### config.mk
export PLATFORM = sky130hd
export DESIGN_NAME = cdr_status_control_regs
export DESIGN_NICKNAME = d
export VERILOG_FILES = /design/src/cdr_regs_pkg.sv /design/src/cdr_status_control_regs.sv
export SDC_FILE = /design/constraint.sdc
export NUM_CORES = 1
export LEC_CHECK = 0
export BUFFER_PORTS_ARGS = -buffer_cell sky130_fd_sc_hd__buf_2
export CAP_MARGIN = 15
export CELL_PAD_IN_SITES_DETAIL_PLACEMENT = 1
export CELL_PAD_IN_SITES_GLOBAL_PLACEMENT = 2
export CORE_MARGIN = 1.5
export CORE_UTILIZATION = 33
export CTS_CLUSTER_SIZE = 28
export DETAILED_ROUTE_END_ITERATION = 12
export PLACE_DENSITY = 0.95
export SYNTH_ARGS = -nofsm -noshare
export SYNTH_HDL_FRONTEND = slang
export SYNTH_SLANG_ARGS = --single-unit
### constraint.sdc
create_clock -name sys_clk -period 3.6 [get_ports sys_clk]
set_input_delay 0.54 -clock sys_clk [delete_from_list [all_inputs] [get_ports sys_clk]]
set_output_delay 0.54 -clock sys_clk [all_outputs]
set_load 0.005 [all_outputs]
### src/cdr_regs_pkg.sv
/*
 * Constants for the transmit clock-recovery control and status register bank:
 * register numbers, field positions, reset values and code points.
 * Assumes register numbers are used directly as the 8-bit register address.
 */
// What this block does
// - Two-bit mode: auto, fixed 10.3G, fixed 11.1G, test.
// - Force-on bit keeps rate detector enabled unless force-off is also set.
// - Force-off bit keeps rate detector always disabled.
// - Quick-lock runs unless its disable bit is set.
// - Divider codes 000..101 give full rate to /32.
// - Converter result split: 9:2 high, 1:0 low.
// - Receive status bit 7 shows live unlock.
// - Receive bit 6 latches low until read.
// - Receive status bit 5 shows live signal loss.
// - Receive bit 4 latches loss high until read.
// - Transmit status bit 7 shows live unlock.
// - Transmit bit 6 latches low until read.
// - Transmit bit 5 shows live fault.
// - Transmit bit 4 shows driver shutoff.
// - Addresses 20-39 and 44-50 are reserved.
// - Adjustment register 51 resets to 40h.
package cdr_regs_pkg;

    localparam logic [7:0] ADDR_TX_CDR_CONTROL = 8'h13;
    localparam logic [7:0] ADDR_RSVD_A_FIRST = 8'h14;
    localparam logic [7:0] ADDR_RSVD_A_LAST = 8'h27;
    localparam logic [7:0] ADDR_ADC_RESULT_HIGH = 8'h28;
    localparam logic [7:0] ADDR_ADC_RESULT_LOW = 8'h29;
    localparam logic [7:0] ADDR_RECEIVE_STATUS = 8'h2A;
    localparam logic [7:0] ADDR_TRANSMIT_STATUS = 8'h2B;
    localparam logic [7:0] ADDR_RSVD_B_FIRST = 8'h2C;
    localparam logic [7:0] ADDR_RSVD_B_LAST = 8'h32;
    localparam logic [7:0] ADDR_LOOP_FILTER_ADJUST = 8'h33;
    localparam logic [7:0] ADDR_IRQ_STATUS = 8'h38;
    localparam logic [7:0] ADDR_IRQ_ENABLE = 8'h39;
    localparam logic [7:0] ADDR_IRQ_CLEAR = 8'h3A;

    localparam logic [7:0] TX_CDR_CONTROL_RESET = 8'h00;
    localparam logic [7:0] LOOP_FILTER_ADJUST_RESET = 8'h40;
    localparam logic [7:0] LOOP_FILTER_ADJUST_MASK = 8'hE0;

    // Control register field positions.
    localparam int CTL_MODE_HI = 7;
    localparam int CTL_MODE_LO = 6;
    localparam int CTL_FORCE_ON = 5;
    localparam int CTL_FORCE_OFF = 4;
    localparam int CTL_QUICK_LOCK_OFF = 3;
    localparam int CTL_DIV_HI = 2;
    localparam int CTL_DIV_LO = 0;

    // Status register field positions, shared by both paths.
    localparam int ST_UNLOCK_LIVE = 7;
    localparam int ST_LOCK_STICKY = 6;
    localparam int ST_BIT5 = 5;
    localparam int ST_BIT4 = 4;

    localparam int LF_RES_HI = 7;
    localparam int LF_RES_LO = 5;

    localparam logic [1:0] MODE_AUTO = 2'h0;
    localparam logic [1:0] MODE_FIXED_10G3 = 2'h1;
    localparam logic [1:0] MODE_FIXED_11G1 = 2'h2;
    localparam logic [1:0] MODE_TEST = 2'h3;

    localparam logic [2:0] DIV_LAST_CODE = 3'h5;

    // Interrupt event bit positions.
    localparam int IRQ_RX_UNLOCK = 0;
    localparam int IRQ_RX_LOSS = 1;
    localparam int IRQ_TX_UNLOCK = 2;
    localparam int IRQ_TX_FAULT = 3;
    localparam int IRQ_TX_SHUTOFF = 4;
    localparam int IRQ_COUNT = 5;

    localparam logic [4:0] IRQ_RESET = 5'h00;
    localparam logic [7:0] READ_ZERO = 8'h00;

endpackage

### src/cdr_status_control_regs.sv
/*
 * Register bank for transmit clock-recovery control, the split converter
 * result, receive and transmit status with read-clear latches, and a small
 * interrupt block. Assumes one 50 MHz clock, a plain strobe register port
 * driven from that clock, and status flags arriving asynchronously from pins.
 */
// Implementation choice: the strobed register port.
`timescale 1ns/10ps
`default_nettype none

module cdr_status_control_regs
    import cdr_regs_pkg::*;
(
    input wire logic sys_clk,
    input wire logic srst,
    input wire logic [7:0] reg_addr,
    input wire logic [7:0] reg_wdata,
    input wire logic reg_wr,
    input wire logic reg_rd,
    output logic [7:0] reg_rdata,
    input wire logic [9:0] adc_result,
    input wire logic rx_unlock_live,
    input wire logic rx_signal_loss_live,
    input wire logic tx_unlock_live,
    input wire logic tx_fault_flag,
    input wire logic tx_driver_shutoff_flag,
    input wire logic tx_detector_auto_enable,
    output logic [1:0] tx_rate_detect_mode,
    output logic tx_rate_auto,
    output logic tx_rate_fixed_10g3,
    output logic tx_rate_fixed_11g1,
    output logic tx_rate_test_mode,
    output logic tx_detector_enable,
    output logic tx_quick_lock_enable,
    output logic [2:0] tx_divider_sel,
    output logic [5:0] tx_divide_factor,
    output logic [2:0] loop_filter_res_sel,
    output logic irq
);

    // Synchronisers for the five pin flags.
    logic [4:0] pins_raw;
    logic [4:0] sync1_q;
    logic [4:0] sync2_q;
    logic [4:0] prev_q;
    logic [4:0] rise;

    assign pins_raw = {tx_driver_shutoff_flag, tx_fault_flag, tx_unlock_live,
                       rx_signal_loss_live, rx_unlock_live};

    always_ff @(posedge sys_clk) begin
        if (srst) begin
            sync1_q <= IRQ_RESET;
            sync2_q <= IRQ_RESET;
            prev_q <= IRQ_RESET;
        end else begin
            sync1_q <= pins_raw;
            sync2_q <= sync1_q;
            prev_q <= sync2_q;
        end
    end

    assign rise = sync2_q & ~prev_q;

    logic rx_unlock_s;
    logic rx_loss_s;
    logic tx_unlock_s;
    logic tx_fault_s;
    logic tx_shutoff_s;

    assign rx_unlock_s = sync2_q[0];
    assign rx_loss_s = sync2_q[1];
    assign tx_unlock_s = sync2_q[2];
    assign tx_fault_s = sync2_q[3];
    assign tx_shutoff_s = sync2_q[4];

    function automatic logic addr_is(input logic [7:0] a, input logic [7:0] target);
        addr_is = (a == target);
    endfunction

    logic wr_ctl;
    logic wr_adj;
    logic wr_irq_en;
    logic wr_irq_clr;
    logic rd_rx_status;
    logic rd_tx_status;

    // Writes to reserved or read-only addresses decode to nothing.
    assign wr_ctl = reg_wr && addr_is(reg_addr, ADDR_TX_CDR_CONTROL);
    assign wr_adj = reg_wr && addr_is(reg_addr, ADDR_LOOP_FILTER_ADJUST);
    assign wr_irq_en = reg_wr && addr_is(reg_addr, ADDR_IRQ_ENABLE);
    assign wr_irq_clr = reg_wr && addr_is(reg_addr, ADDR_IRQ_CLEAR);
    assign rd_rx_status = reg_rd && addr_is(reg_addr, ADDR_RECEIVE_STATUS);
    assign rd_tx_status = reg_rd && addr_is(reg_addr, ADDR_TRANSMIT_STATUS);

    // Control register.
    logic [7:0] tx_cdr_control_q;

    always_ff @(posedge sys_clk) begin
        if (srst) begin
            tx_cdr_control_q <= TX_CDR_CONTROL_RESET;
        end else if (wr_ctl) begin
            tx_cdr_control_q <= reg_wdata;
        end
    end

    // Adjustment register; only the resistor field is kept.
    logic [7:0] loop_filter_adjust_q;

    always_ff @(posedge sys_clk) begin
        if (srst) begin
            loop_filter_adjust_q <= LOOP_FILTER_ADJUST_RESET;
        end else if (wr_adj) begin
            loop_filter_adjust_q <= reg_wdata & LOOP_FILTER_ADJUST_MASK;
        end
    end

    assign loop_filter_res_sel = loop_filter_adjust_q[LF_RES_HI:LF_RES_LO];

    // Rate detection mode decode.
    logic [1:0] mode;

    assign mode = {tx_cdr_control_q[CTL_MODE_HI], tx_cdr_control_q[CTL_MODE_LO]};
    assign tx_rate_detect_mode = mode;

    always_comb begin
        tx_rate_auto = 1'b0;
        tx_rate_fixed_10g3 = 1'b0;
        tx_rate_fixed_11g1 = 1'b0;
        tx_rate_test_mode = 1'b0;
        unique case (mode)
            MODE_AUTO: begin
                tx_rate_auto = 1'b1;
            end
            MODE_FIXED_10G3: begin
                tx_rate_fixed_10g3 = 1'b1;
            end
            MODE_FIXED_11G1: begin
                tx_rate_fixed_11g1 = 1'b1;
            end
            MODE_TEST: begin
                tx_rate_test_mode = 1'b1;
            end
        endcase
    end

    // Force-off wins over force-on, so a conflicting setting fails safe.
    always_comb begin
        if (tx_cdr_control_q[CTL_FORCE_OFF]) begin
            tx_detector_enable = 1'b0;
        end else if (tx_cdr_control_q[CTL_FORCE_ON]) begin
            tx_detector_enable = 1'b1;
        end else begin
            tx_detector_enable = tx_detector_auto_enable;
        end
    end

    assign tx_quick_lock_enable = ~tx_cdr_control_q[CTL_QUICK_LOCK_OFF];

    assign tx_divider_sel = tx_cdr_control_q[CTL_DIV_HI:CTL_DIV_LO];

    // Undefined codes above 101 fall back to full rate.
    always_comb begin
        if (tx_divider_sel <= DIV_LAST_CODE) begin
            tx_divide_factor = 6'(6'h01 << tx_divider_sel);
        end else begin
            tx_divide_factor = 6'h01;
        end
    end

    // Latched status bits; a read returns the held value and then reloads
    // from the live flag, so an event in the read cycle is never lost.
    logic rx_lock_sticky_low_q;
    logic rx_signal_loss_sticky_q;
    logic tx_lock_sticky_low_q;

    always_ff @(posedge sys_clk) begin
        if (srst) begin
            rx_lock_sticky_low_q <= 1'b0;
        end else if (rd_rx_status) begin
            rx_lock_sticky_low_q <= rx_unlock_s;
        end else begin
            rx_lock_sticky_low_q <= rx_lock_sticky_low_q & rx_unlock_s;
        end
    end

    always_ff @(posedge sys_clk) begin
        if (srst) begin
            rx_signal_loss_sticky_q <= 1'b0;
        end else if (rd_rx_status) begin
            rx_signal_loss_sticky_q <= rx_loss_s;
        end else begin
            rx_signal_loss_sticky_q <= rx_signal_loss_sticky_q | rx_loss_s;
        end
    end

    always_ff @(posedge sys_clk) begin
        if (srst) begin
            tx_lock_sticky_low_q <= 1'b0;
        end else if (rd_tx_status) begin
            tx_lock_sticky_low_q <= tx_unlock_s;
        end else begin
            tx_lock_sticky_low_q <= tx_lock_sticky_low_q & tx_unlock_s;
        end
    end

    logic [7:0] receive_status;
    logic [7:0] transmit_status;

    always_comb begin
        receive_status = READ_ZERO;
        receive_status[ST_UNLOCK_LIVE] = rx_unlock_s;
        receive_status[ST_LOCK_STICKY] = rx_lock_sticky_low_q;
        receive_status[ST_BIT5] = rx_loss_s;
        receive_status[ST_BIT4] = rx_signal_loss_sticky_q;
    end

    always_comb begin
        transmit_status = READ_ZERO;
        transmit_status[ST_UNLOCK_LIVE] = tx_unlock_s;
        transmit_status[ST_LOCK_STICKY] = tx_lock_sticky_low_q;
        transmit_status[ST_BIT5] = tx_fault_s;
        transmit_status[ST_BIT4] = tx_shutoff_s;
    end

    // Interrupts: sticky on each rising flag, set wins over clear.
    logic [IRQ_COUNT-1:0] irq_status_q;
    logic [IRQ_COUNT-1:0] irq_enable_q;
    logic [IRQ_COUNT-1:0] irq_clear;

    assign irq_clear = wr_irq_clr ? reg_wdata[IRQ_COUNT-1:0] : IRQ_RESET;

    always_ff @(posedge sys_clk) begin
        if (srst) begin
            irq_status_q <= IRQ_RESET;
        end else begin
            irq_status_q <= (irq_status_q & ~irq_clear) | rise;
        end
    end

    always_ff @(posedge sys_clk) begin
        if (srst) begin
            irq_enable_q <= IRQ_RESET;
        end else if (wr_irq_en) begin
            irq_enable_q <= reg_wdata[IRQ_COUNT-1:0];
        end
    end

    assign irq = |(irq_status_q & irq_enable_q);

    // Read port: data stand one cycle after the strobe and only then.
    logic [7:0] rdata_d;
    logic [7:0] reg_rdata_q;

    always_comb begin
        rdata_d = READ_ZERO;
        if (reg_rd) begin
            unique case (1'b1)
                addr_is(reg_addr, ADDR_TX_CDR_CONTROL): begin
                    rdata_d = tx_cdr_control_q;
                end
                addr_is(reg_addr, ADDR_ADC_RESULT_HIGH): begin
                    rdata_d = adc_result[9:2];
                end
                addr_is(reg_addr, ADDR_ADC_RESULT_LOW): begin
                    rdata_d = {6'h00, adc_result[1:0]};
                end
                addr_is(reg_addr, ADDR_RECEIVE_STATUS): begin
                    rdata_d = receive_status;
                end
                addr_is(reg_addr, ADDR_TRANSMIT_STATUS): begin
                    rdata_d = transmit_status;
                end
                addr_is(reg_addr, ADDR_LOOP_FILTER_ADJUST): begin
                    rdata_d = loop_filter_adjust_q;
                end
                addr_is(reg_addr, ADDR_IRQ_STATUS): begin
                    rdata_d = {3'h0, irq_status_q};
                end
                addr_is(reg_addr, ADDR_IRQ_ENABLE): begin
                    rdata_d = {3'h0, irq_enable_q};
                end
                default: begin
                    rdata_d = READ_ZERO;
                end
            endcase
        end
    end

    always_ff @(posedge sys_clk) begin
        if (srst) begin
            reg_rdata_q <= READ_ZERO;
        end else begin
            reg_rdata_q <= rdata_d;
        end
    end

    assign reg_rdata = reg_rdata_q;

endmodule // cdr_status_control_regs

`default_nettype wire

==> impl_metrics.ini, run 1 <==
[outcome]
status = finished with violations
violations = DRC

[placement]
gp_congestion = 0.857
pre_cts_slack_ns = 1.49
hpwl_um = 4440
port_buffers = 64

[sta]
fin_ws_ns = 1.83
setup_viol = 0
period_share = 0.493
hold_viol = 0
rsz0062_at_grt = no
worstMarginPinSlew_ns = 0.681
period_needed_ns = 1.77
skew_ns = 0.00332
final_max_slew_viol_count = 0
slew_headroom = 0.546
fmax_ghz = 0.564
finalSetupTns_ns = 0

[floorplan]
die_h_um = 85.6
rows = 29
start_util = 0.349
die_area_um2 = 7330
core_area_um2 = 6460
ioPinCount = 65
die_w_um = 85.6

[critical_path]
critical_path_class = flip-flop to primary output
crit_slowest_cell = dfxtp_1
rr_worst_depth = 3
crit_arrival_ns = 1.23
r2r-end = reg_rdata[3]$_SDFF_PP0_
critPathTopFamily = flip-flops
reg2reg_from = irq_enable_q[3]$_SDFFE_PP0P_
crit_required_ns = 3.06
ff2ff_setup_slack_ns = 2.47
path_cells = a222oi_1 -> nand2_1 -> buf_2
critPathLaunchType = flip-flop
critPathBufInv = 1
path_max_fanout = 3
critPathCaptureType = primary output
slowest_delay_ns = 0.34

[clock_network]
worstSkewPairLatency_ns = 0.31
cts.reportedPaths.clkPinSlew_ns = 0.09
cts_buffer_depth = 2
htreeDepth = 2
cts-hold-fix-buffers = 0
cts_resized = 0
cts-root-buf = clkbuf_8
cts_made_buffers = 5
cts_num_sinks = 47
post_cts_buffers = 0
cts_tree = yes

[synth]
postSynthCellCount = 235
synth_top_family_by_area = simple AND/OR/NAND/NOR gates
synth_commonest_cells = 47 x dfxtp_1, 21 x nor2_1, 19 x nor2b_1, 17 x a21oi_1, 14 x nand2_1
yosysTopAreaCell = dfxtp_1
synth-simple-area-share = 0.291
synth_xor_xnor_area_share = 0.00778
yosysMostFrequentCell = dfxtp_1
seq_area_frac_synth = 0.418
synthArstFlopShare = 0
syn_nets = 271
ys_warn_count = 0
synth-compound-area-share = 0.128
ys_types = 44
synthTopCellsByArea = dfxtp_1 42%, nor2b_1 5.3%, mux2_2 5.0%
synthFlopType = dfxtp_1
synth.area.mux_share = 0.0989
synth_edf_count = 0
ys_ff_latch = 47
syn_area_per_cell_um2 = 9.58
syn_area_um2 = 2250
synth_top_area_share = 0.418
synth_fa_ha_area_frac = 0

[global_route]
grt_max_degree = 39
grt_pass1_wl_um = 9470
grt_pass1_vias = 1879
grt_overflow_total = 0
antenna_found_initial = 0
grt_use_total = 0.165

[route]
firstDrtPassIters = 10
wl_per_cell_um = 16.0
first_iter_violations = 96
detail_route.vias_per_cell = 5.17
dr_total_vias = 1887
ant_nets = 0
routed_wl_um = 5850
drc = 7

[cells_and_area]
antennaDiodeCount = 0
fillerInstances = 779
final_nets = 323
syn_to_final_growth_pct = 18.8
layout-drive-gt1-share = 0.330

[flow_run]
cap_viol_max_count = 0

[worst_hold_path]
hold_path_depth = 2
whs_endpoint = sync1_q[4]$_SDFF_PP0_
hold_class = input pin to flip-flop
hp-start = tx_driver_shutoff_flag

[power_and_ir_drop]
peakVddDrop_uv = 173
p_per_area_nw_per_um2 = 384
leakagePower_nw = 1.10
-- registers in the layout (all words and copies together), names as in the netlist --
register / cells
irq_enable_q: 5
irq_status_q: 5
loop_filter_adjust_q: 3
prev_q: 5
reg_rdata: 8
rx_lock_sticky_low_q: 1
rx_signal_loss_sticky_q: 1
sync1_q: 5
sync2_q: 5
tx_cdr_control_q: 8
tx_lock_sticky_low_q: 1
-- routing by layer --
layer / wire [µm] / vias up / track usage
li1: - / 930 / -
met4: 71 / 0 / 0.0572
met1: 2710 / 880 / 0.213
met3: 394 / 9 / 0.0395
met5: 0 / - / 0
met2: 2680 / 68 / 0.270
-- through the flow --
stage	instance area [µm²]	power (mW)	hold WS [ns]	std cells	util
floorplan	2250	0.602	0.414	235	-
CTS	2680	1.04	0.425	365	0.414
detailed placement	2560	0.638	0.430	357	0.396
finish	2680	1.03	0.435	365	0.414
global route	2680	1.07	0.453	365	0.414
global placement	2560	0.636	0.419	357	0.396
-- how the worst max path moves through the flow --
stage / to / slack (ns) / startpoint / depth (start not counted)
after floorplan: loop_filter_adjust_q[5]$_SDFFE_PP0P_ / 1.83 / reg_addr[1] / 5
after global placement: loop_filter_adjust_q[6]$_SDFFE_PP1P_ / 1.52 / reg_addr[1] / 5
after detailed placement: reg_rdata[2]$_SDFF_PP0_ / 1.49 / srst / 5
after CTS: reg_rdata[2]$_SDFF_PP0_ / 1.82 / srst / 5
after global routing: reg_rdata[3]$_SDFF_PP0_ / 1.69 / srst / 5
final: irq / 1.83 / irq_status_q[4]$_SDFF_PP0_ / 3
-- placed cells by master (no fill, tap or decap), types with 5 or more instances in the layout --
cell | synthesis | final
buf_2 | 6 | 64
dfxtp_1 | 47 | 47
nor2_1 | 21 | 21
nor2b_1 | 19 | 19
a21oi_1 | 17 | 17
nand2_1 | 14 | 14
mux2i_1 | 11 | 11
mux2_2 | 10 | 10
nand3_1 | 10 | 10
a22oi_1 | 7 | 7
nand2b_1 | 7 | 7
o21ai_0 | 6 | 6
inv_1 | 5 | 5
clkbuf_8 | 0 | 5
-- worst register-to-register path: cells and delay by family (launching register included) --
family | cells | cell delay, ns
mux | 1 | 0.28
compound gates | 1 | 0.33
simple gates | 1 | 0.07
flops | 1 | 0.34
-- kinds of logic (layout without fill, tap and decap cells) --
logic type / count (synthesis) / after routing
AOI/OAI and AO/OA: 42 / 42
muxes: 21 / 21
xor gates and xnor gates: 2 / 2
and+or+nand+nor: 99 / 99
DFF: 47 / 47
buffers and inverters: 24 / 77
-- layout make-up --
class	count	area [µm²]	share of cell area
clock buffer	5	68.8	0.0257
clock inverter	3	47.5	0.0178
inverter	5	18.8	0.00702
multi-input combinational	164	1180	0.442
sequential	47	941	0.352
tap	77	96.3	0.0360
timing repair buffer	64	320	0.120
-- power by group --
group          switching, mW  internal [mW]
combinational         0.0513         0.0385
sequential           0.00566          0.530
clock                  0.192          0.211
Power figures use the tool's default switching activity.
==> inputs of run 2 (changes only) <==
ABC_AREA = 1   (was not set)
CORE_UTILIZATION = 25   (was 33)
PLACE_DENSITY = 0.86   (was 0.95)
clock period = 1.6 ns   (was 3.6 ns; I/O delays follow)
==> impl_metrics.ini, run 2 <==
[floorplan]
die_area_um2 = 9520
ioPinCount = 65
start_util = 0.258
die_h_um = 97.6
die_w_um = 97.6
core_area_um2 = 8680
rows = 34

[placement]
port_buffers = 64
gp_congestion = 0.850
place_inst = 474
hpwl_um = 5380

[power_and_ir_drop]
combPwrFrac = 0.090
seq_power_share = 0.578
p_total_mw = 2.09
peakVddDrop_uv = 321
intPower_mw = 1.55
netSwitchingFraction = 0.257
pwr-share-clk = 0.332
leakagePower_nw = 1.25
power_switching_uw = 538
p_per_area_nw_per_um2 = 766

[clock_network]
cts-root-buf = clkbuf_8
post_cts_buffers = 0
cts_made_buffers = 5
cts_tree = yes
htreeDepth = 2
cts-hold-fix-buffers = 0
cts_buffer_depth = 2
worstSkewPairLatency_ns = 0.30
cts_num_sinks = 47
cts.reportedPaths.clkPinSlew_ns = 0.09
cts_resized = 0

[cells_and_area]
syn_to_final_growth_pct = 22.1
layout-drive-gt1-share = 0.280
final_nets = 409
fillerInstances = 1121
layoutNonFillerInstCount = 480
final_cell_mix = 64 x buf_2, 54 x nand3_1, 47 x dfxtp_1, 45 x nand2_1, 42 x nor2_1
antennaDiodeCount = 0
final_util = 0.315
multi_input_area_um2 = 1040
final_common_cell = buf_2
regArea_um2 = 941

[route]
wl_per_cell_um = 14.0
first_iter_violations = 75
dr_total_vias = 2206
firstDrtPassIters = 4
drc = 0
detail_route.vias_per_cell = 4.60
ant_nets = 0
routed_wl_um = 6710

[synth]
yosysTopAreaCell = dfxtp_1
syn_nets = 344
postSynthCellCount = 308
ys_types = 26
ys_warn_count = 0
synth_edf_count = 0
synthArstFlopShare = 0
synthFlopType = dfxtp_1
seq_area_frac_synth = 0.421
synth_commonest_cells = 54 x nand3_1, 47 x dfxtp_1, 45 x nand2_1, 42 x nor2_1, 36 x inv_1
yosysMostFrequentCell = nand3_1
syn_area_um2 = 2240
syn_area_per_cell_um2 = 7.26
synth_top_area_share = 0.421
ys_ff_latch = 47
synthTopCellsByArea = dfxtp_1 42%, nand3_1 12%, nand2_1 7.6%

[critical_path]
critPathCaptureType = primary output
critPathLaunchType = flip-flop
path_max_fanout = 3
critical_path_class = flip-flop to primary output
crit_required_ns = 1.36
crit_arrival_ns = 1.24

[sta]
setup_viol = 0
worstMarginPinSlew_ns = 0.367
final_max_slew_viol_count = 0
slew_headroom = 0.755
period_share = 0.922
hold_viol = 0
skew_ns = 0.00722
period_needed_ns = 1.48
fmax_ghz = 0.678
rsz0062_at_grt = no
finalSetupTns_ns = 0

[worst_hold_path]
hold_class = input pin to flip-flop

[global_route]
grt_max_degree = 14
grt_pass1_vias = 2276
grt_use_total = 0.146
antenna_found_initial = 0
grt_overflow_total = 0
grt_pass1_wl_um = 11200

[outcome]
status = finished clean

[flow_run]
cap_viol_max_count = 0
==> run 2: cell count changes after synthesis, sizes merged, moves of 5 or more <==
cell,previous run,this run
o21ai,6,21
mux2,10,0
nor2b,19,0
nor2,21,51
nand2,14,54
inv,5,39
mux2i,11,0
clkbuf,6,1
nand3,11,57
a22oi,7,0
nand2b,7,0
==> run 2: cell families (layout without fill, tap and decap cells) <==
family / after synthesis / after routing / synth area share
buffers and inverters: 55 / 119 / 0.115
flip-flops: 47 / 47 / 0.421
AND/OR/NAND/NOR: 166 / 166 / 0.369
AO/OA/AOI/OAI: 40 / 40 / 0.0951
==> run 2: final timing paths <==
kind / startpoint / cells past startpoint / endpoint / slack (ns)
worst min-delay path: rx_unlock_live / 3 / sync1_q[0]$_SDFF_PP0_ / 0.14
worst max register to register: tx_cdr_control_q[2]$_SDFFE_PP0P_ / 4 / reg_rdata[2]$_SDFF_PP0_ / 0.65
worst max-delay path: irq_status_q[1]$_SDFF_PP0_ / 5 / irq / 0.12
worst min register to register: prev_q[3]$_SDFF_PP0_ / 1 / irq_status_q[3]$_SDFF_PP0_ / 0.40
==> run 2: area by class of cell <==
| class | count | share of cell area |
|---|---|---|
| Multi-Input combinational cell | 206 | 0.380 |
| Sequential cell | 47 | 0.345 |
| Timing Repair Buffer | 72 | 0.139 |
| Inverter | 41 | 0.0582 |
| Tap cell | 108 | 0.0495 |
| Clock buffer | 5 | 0.0252 |
| Clock inverter | 1 | 0.00275 |
==> run 2: routing by layer <==
layer / track usage / up-vias / share of wire
met5: 0 / - / 0
met4: 0.0396 / 0 / 0.0091
met3: 0.0331 / 5 / 0.049
met2: 0.248 / 63 / 0.49
met1: 0.185 / 1032 / 0.45
li1: - / 1106 / -
==> run 2: power groups by stage <==
stage / clock network, mW / registers, mW / logic (mW)
detailed placement: 0 / 1.24 / 0.192
global placement: 0 / 1.24 / 0.187
floorplan: 0 / 1.23 / 0.102
finish: 0.695 / 1.21 / 0.189
CTS: 0.718 / 1.21 / 0.192
global route: 0.764 / 1.21 / 0.214
==> run 2: critical path: stages, from the launching register on <==
cell and delay (ns):
dfxtp_1 0.34, nand2_1 0.07, nand2_1 0.06, a221oi_1 0.24, nand2_1 0.09, buf_2 0.14
==> run 2: metrics by stage <==
stage | hold slack (ns) | worst slack [ns] | area (µm²)
2_1_floorplan | 0.347 | 0.548 | 2240
3_3_place_gp | 0.392 | 0.213 | 2650
3_5_place_dp | 0.401 | 0.146 | 2650
4_1_cts | 0.131 | 0.0877 | 2730
5_1_grt | 0.145 | 0.00666 | 2730
6_report | 0.138 | 0.125 | 2730
==> inputs of run 3 (changes only) <==
ABC_AREA = 0   (was 1)
CORE_UTILIZATION = 28   (was 25)
PLACE_DENSITY = 0.87   (was 0.86)
SETUP_SLACK_MARGIN = 0.05   (was not set)
==> impl_metrics.ini, run 3 (synthesis gave the netlist of run 1 again) <==
[critical_path]
ff2ff_setup_slack_ns = 0.38
critPathBufInv = 1
crit_required_ns = 1.36
critical_path_class = flip-flop to primary output
cp-startpoint = irq_status_q[4]$_SDFF_PP0_
critPathTopFamily = flip-flops
critPathLaunchType = flip-flop
reg2reg_from = irq_enable_q[4]$_SDFFE_PP0P_
path_cells = a222oi_1 -> nand2_1 -> buf_2
rr_worst_depth = 4
crit_slowest_cell = dfxtp_1
crit_end = irq
slowest_delay_ns = 0.34
crit_arrival_ns = 1.23
cp_num_cells = 3
critPathCaptureType = primary output
path_max_fanout = 3
r2r-end = reg_rdata[4]$_SDFF_PP0_

[clock_network]
cts_tree = yes
cts_num_sinks = 47
cts-hold-fix-buffers = 0
cts_made_buffers = 5
worstSkewPairLatency_ns = 0.30
cts_buffer_depth = 2
cts.reportedPaths.clkPinSlew_ns = 0.09
htreeDepth = 2
cts-root-buf = clkbuf_8

[sta]
finalSetupTns_ns = 0
fmax_ghz = 0.680
final_max_slew_viol_count = 0
period_share = 0.919
period_needed_ns = 1.47
hold_viol = 0
fin_ws_ns = 0.129
skew_ns = 0.00411
rsz0062_at_grt = no
worstMarginPinSlew_ns = 0.454
slew_headroom = 0.697
setup_viol = 0

[cells_and_area]
regArea_um2 = 942
final_nets = 347
final_cell_mix = 64 x buf_2, 46 x dfxtp_1, 23 x buf_4, 21 x nor2_1, 19 x nor2b_1
multi_input_area_um2 = 1190
fillerInstances = 945
layout-drive-gt1-share = 0.388
syn_to_final_growth_pct = 30.2
final_common_cell = buf_2
layoutNonFillerInstCount = 414
antennaDiodeCount = 0

[route]
ant_nets = 0
first_iter_violations = 121
wl_per_cell_um = 15.5
routed_wl_um = 6430
dr_total_vias = 2037
detail_route.vias_per_cell = 4.92
firstDrtPassIters = 4
drc = 0

[floorplan]
ioPinCount = 65
die_h_um = 92.7
die_w_um = 92.7
die_area_um2 = 8590
core_area_um2 = 7770
start_util = 0.290
rows = 32

[global_route]
grt_overflow_total = 0
grt_pass1_wl_um = 10200
grt_use_total = 0.152
grt_max_degree = 37
antenna_found_initial = 0
grt_pass1_vias = 2020

[placement]
hpwl_um = 4980
place_inst = 405
port_buffers = 64
gp_congestion = 0.838
pre_cts_slack_ns = -0.140

[power_and_ir_drop]
peakVddDrop_uv = 316
leakagePower_nw = 1.23
p_per_area_nw_per_um2 = 851

[outcome]
status = finished clean

[flow_run]
cap_viol_max_count = 0

[worst_hold_path]
hold_class = input pin to flip-flop
## run 3: worst min path at each step
stage                                startpoint                     to  slack (ns)  depth (start not counted)
after floorplan                  rx_unlock_live  sync1_q[0]$_SDFF_PP0_        0.37                          1
after global placement    sync1_q[2]$_SDFF_PP0_  sync2_q[2]$_SDFF_PP0_        0.42                          1
after detailed placement  sync1_q[0]$_SDFF_PP0_  sync2_q[0]$_SDFF_PP0_        0.42                          1
after CTS                         tx_fault_flag  sync1_q[3]$_SDFF_PP0_        0.13                          2
after global routing             rx_unlock_live  sync1_q[0]$_SDFF_PP0_        0.12                          2
final                             tx_fault_flag  sync1_q[3]$_SDFF_PP0_        0.14                          2
## run 3: power breakdown
group          leakage [nW]  internal, mW  total, mW  switching, mW
combinational         0.782         0.113      0.239          0.126
sequential            0.382          1.19       1.21         0.0139
clock                0.0703         0.634       1.05          0.415
total                  1.23          1.94       2.49          0.555
## run 3: layer usage
metal | wire (µm) | global-route usage | up-vias
li1 | - | - | 978
met1 | 2870 | 0.193 | 990
met2 | 3160 | 0.263 | 65
met3 | 388 | 0.0443 | 4
met4 | 25 | 0.0189 | 0
met5 | 0 | 0 | -
## run 3: metrics by stage
| stage | cell area [µm²] | power (mW) | hold slack [ns] | util |
|---|---|---|---|---|
| after detailed placement | 2780 | 1.47 | 0.424 | 0.357 |
| final | 2930 | 2.49 | 0.138 | 0.377 |
| after floorplan | 2250 | 1.35 | 0.368 | - |
| after CTS | 2920 | 2.53 | 0.128 | 0.375 |
| after global placement | 2780 | 1.47 | 0.422 | 0.357 |
| after global routing | 2930 | 2.60 | 0.124 | 0.377 |
## run 3: layout make-up
class,count,area share
Sequential cell,47,0.322
Inverter,5,0.00640
Multi-Input combinational cell,164,0.406
Timing Repair Buffer,88,0.175
Clock buffer,5,0.0235
Clock inverter,3,0.0243
Tap cell,102,0.0436
## run 3: timing repair
action	4_1_cts	5_1_grt
endpoints found under the setup margin	0	2
setup buffers	0	1
resized for setup	0	2
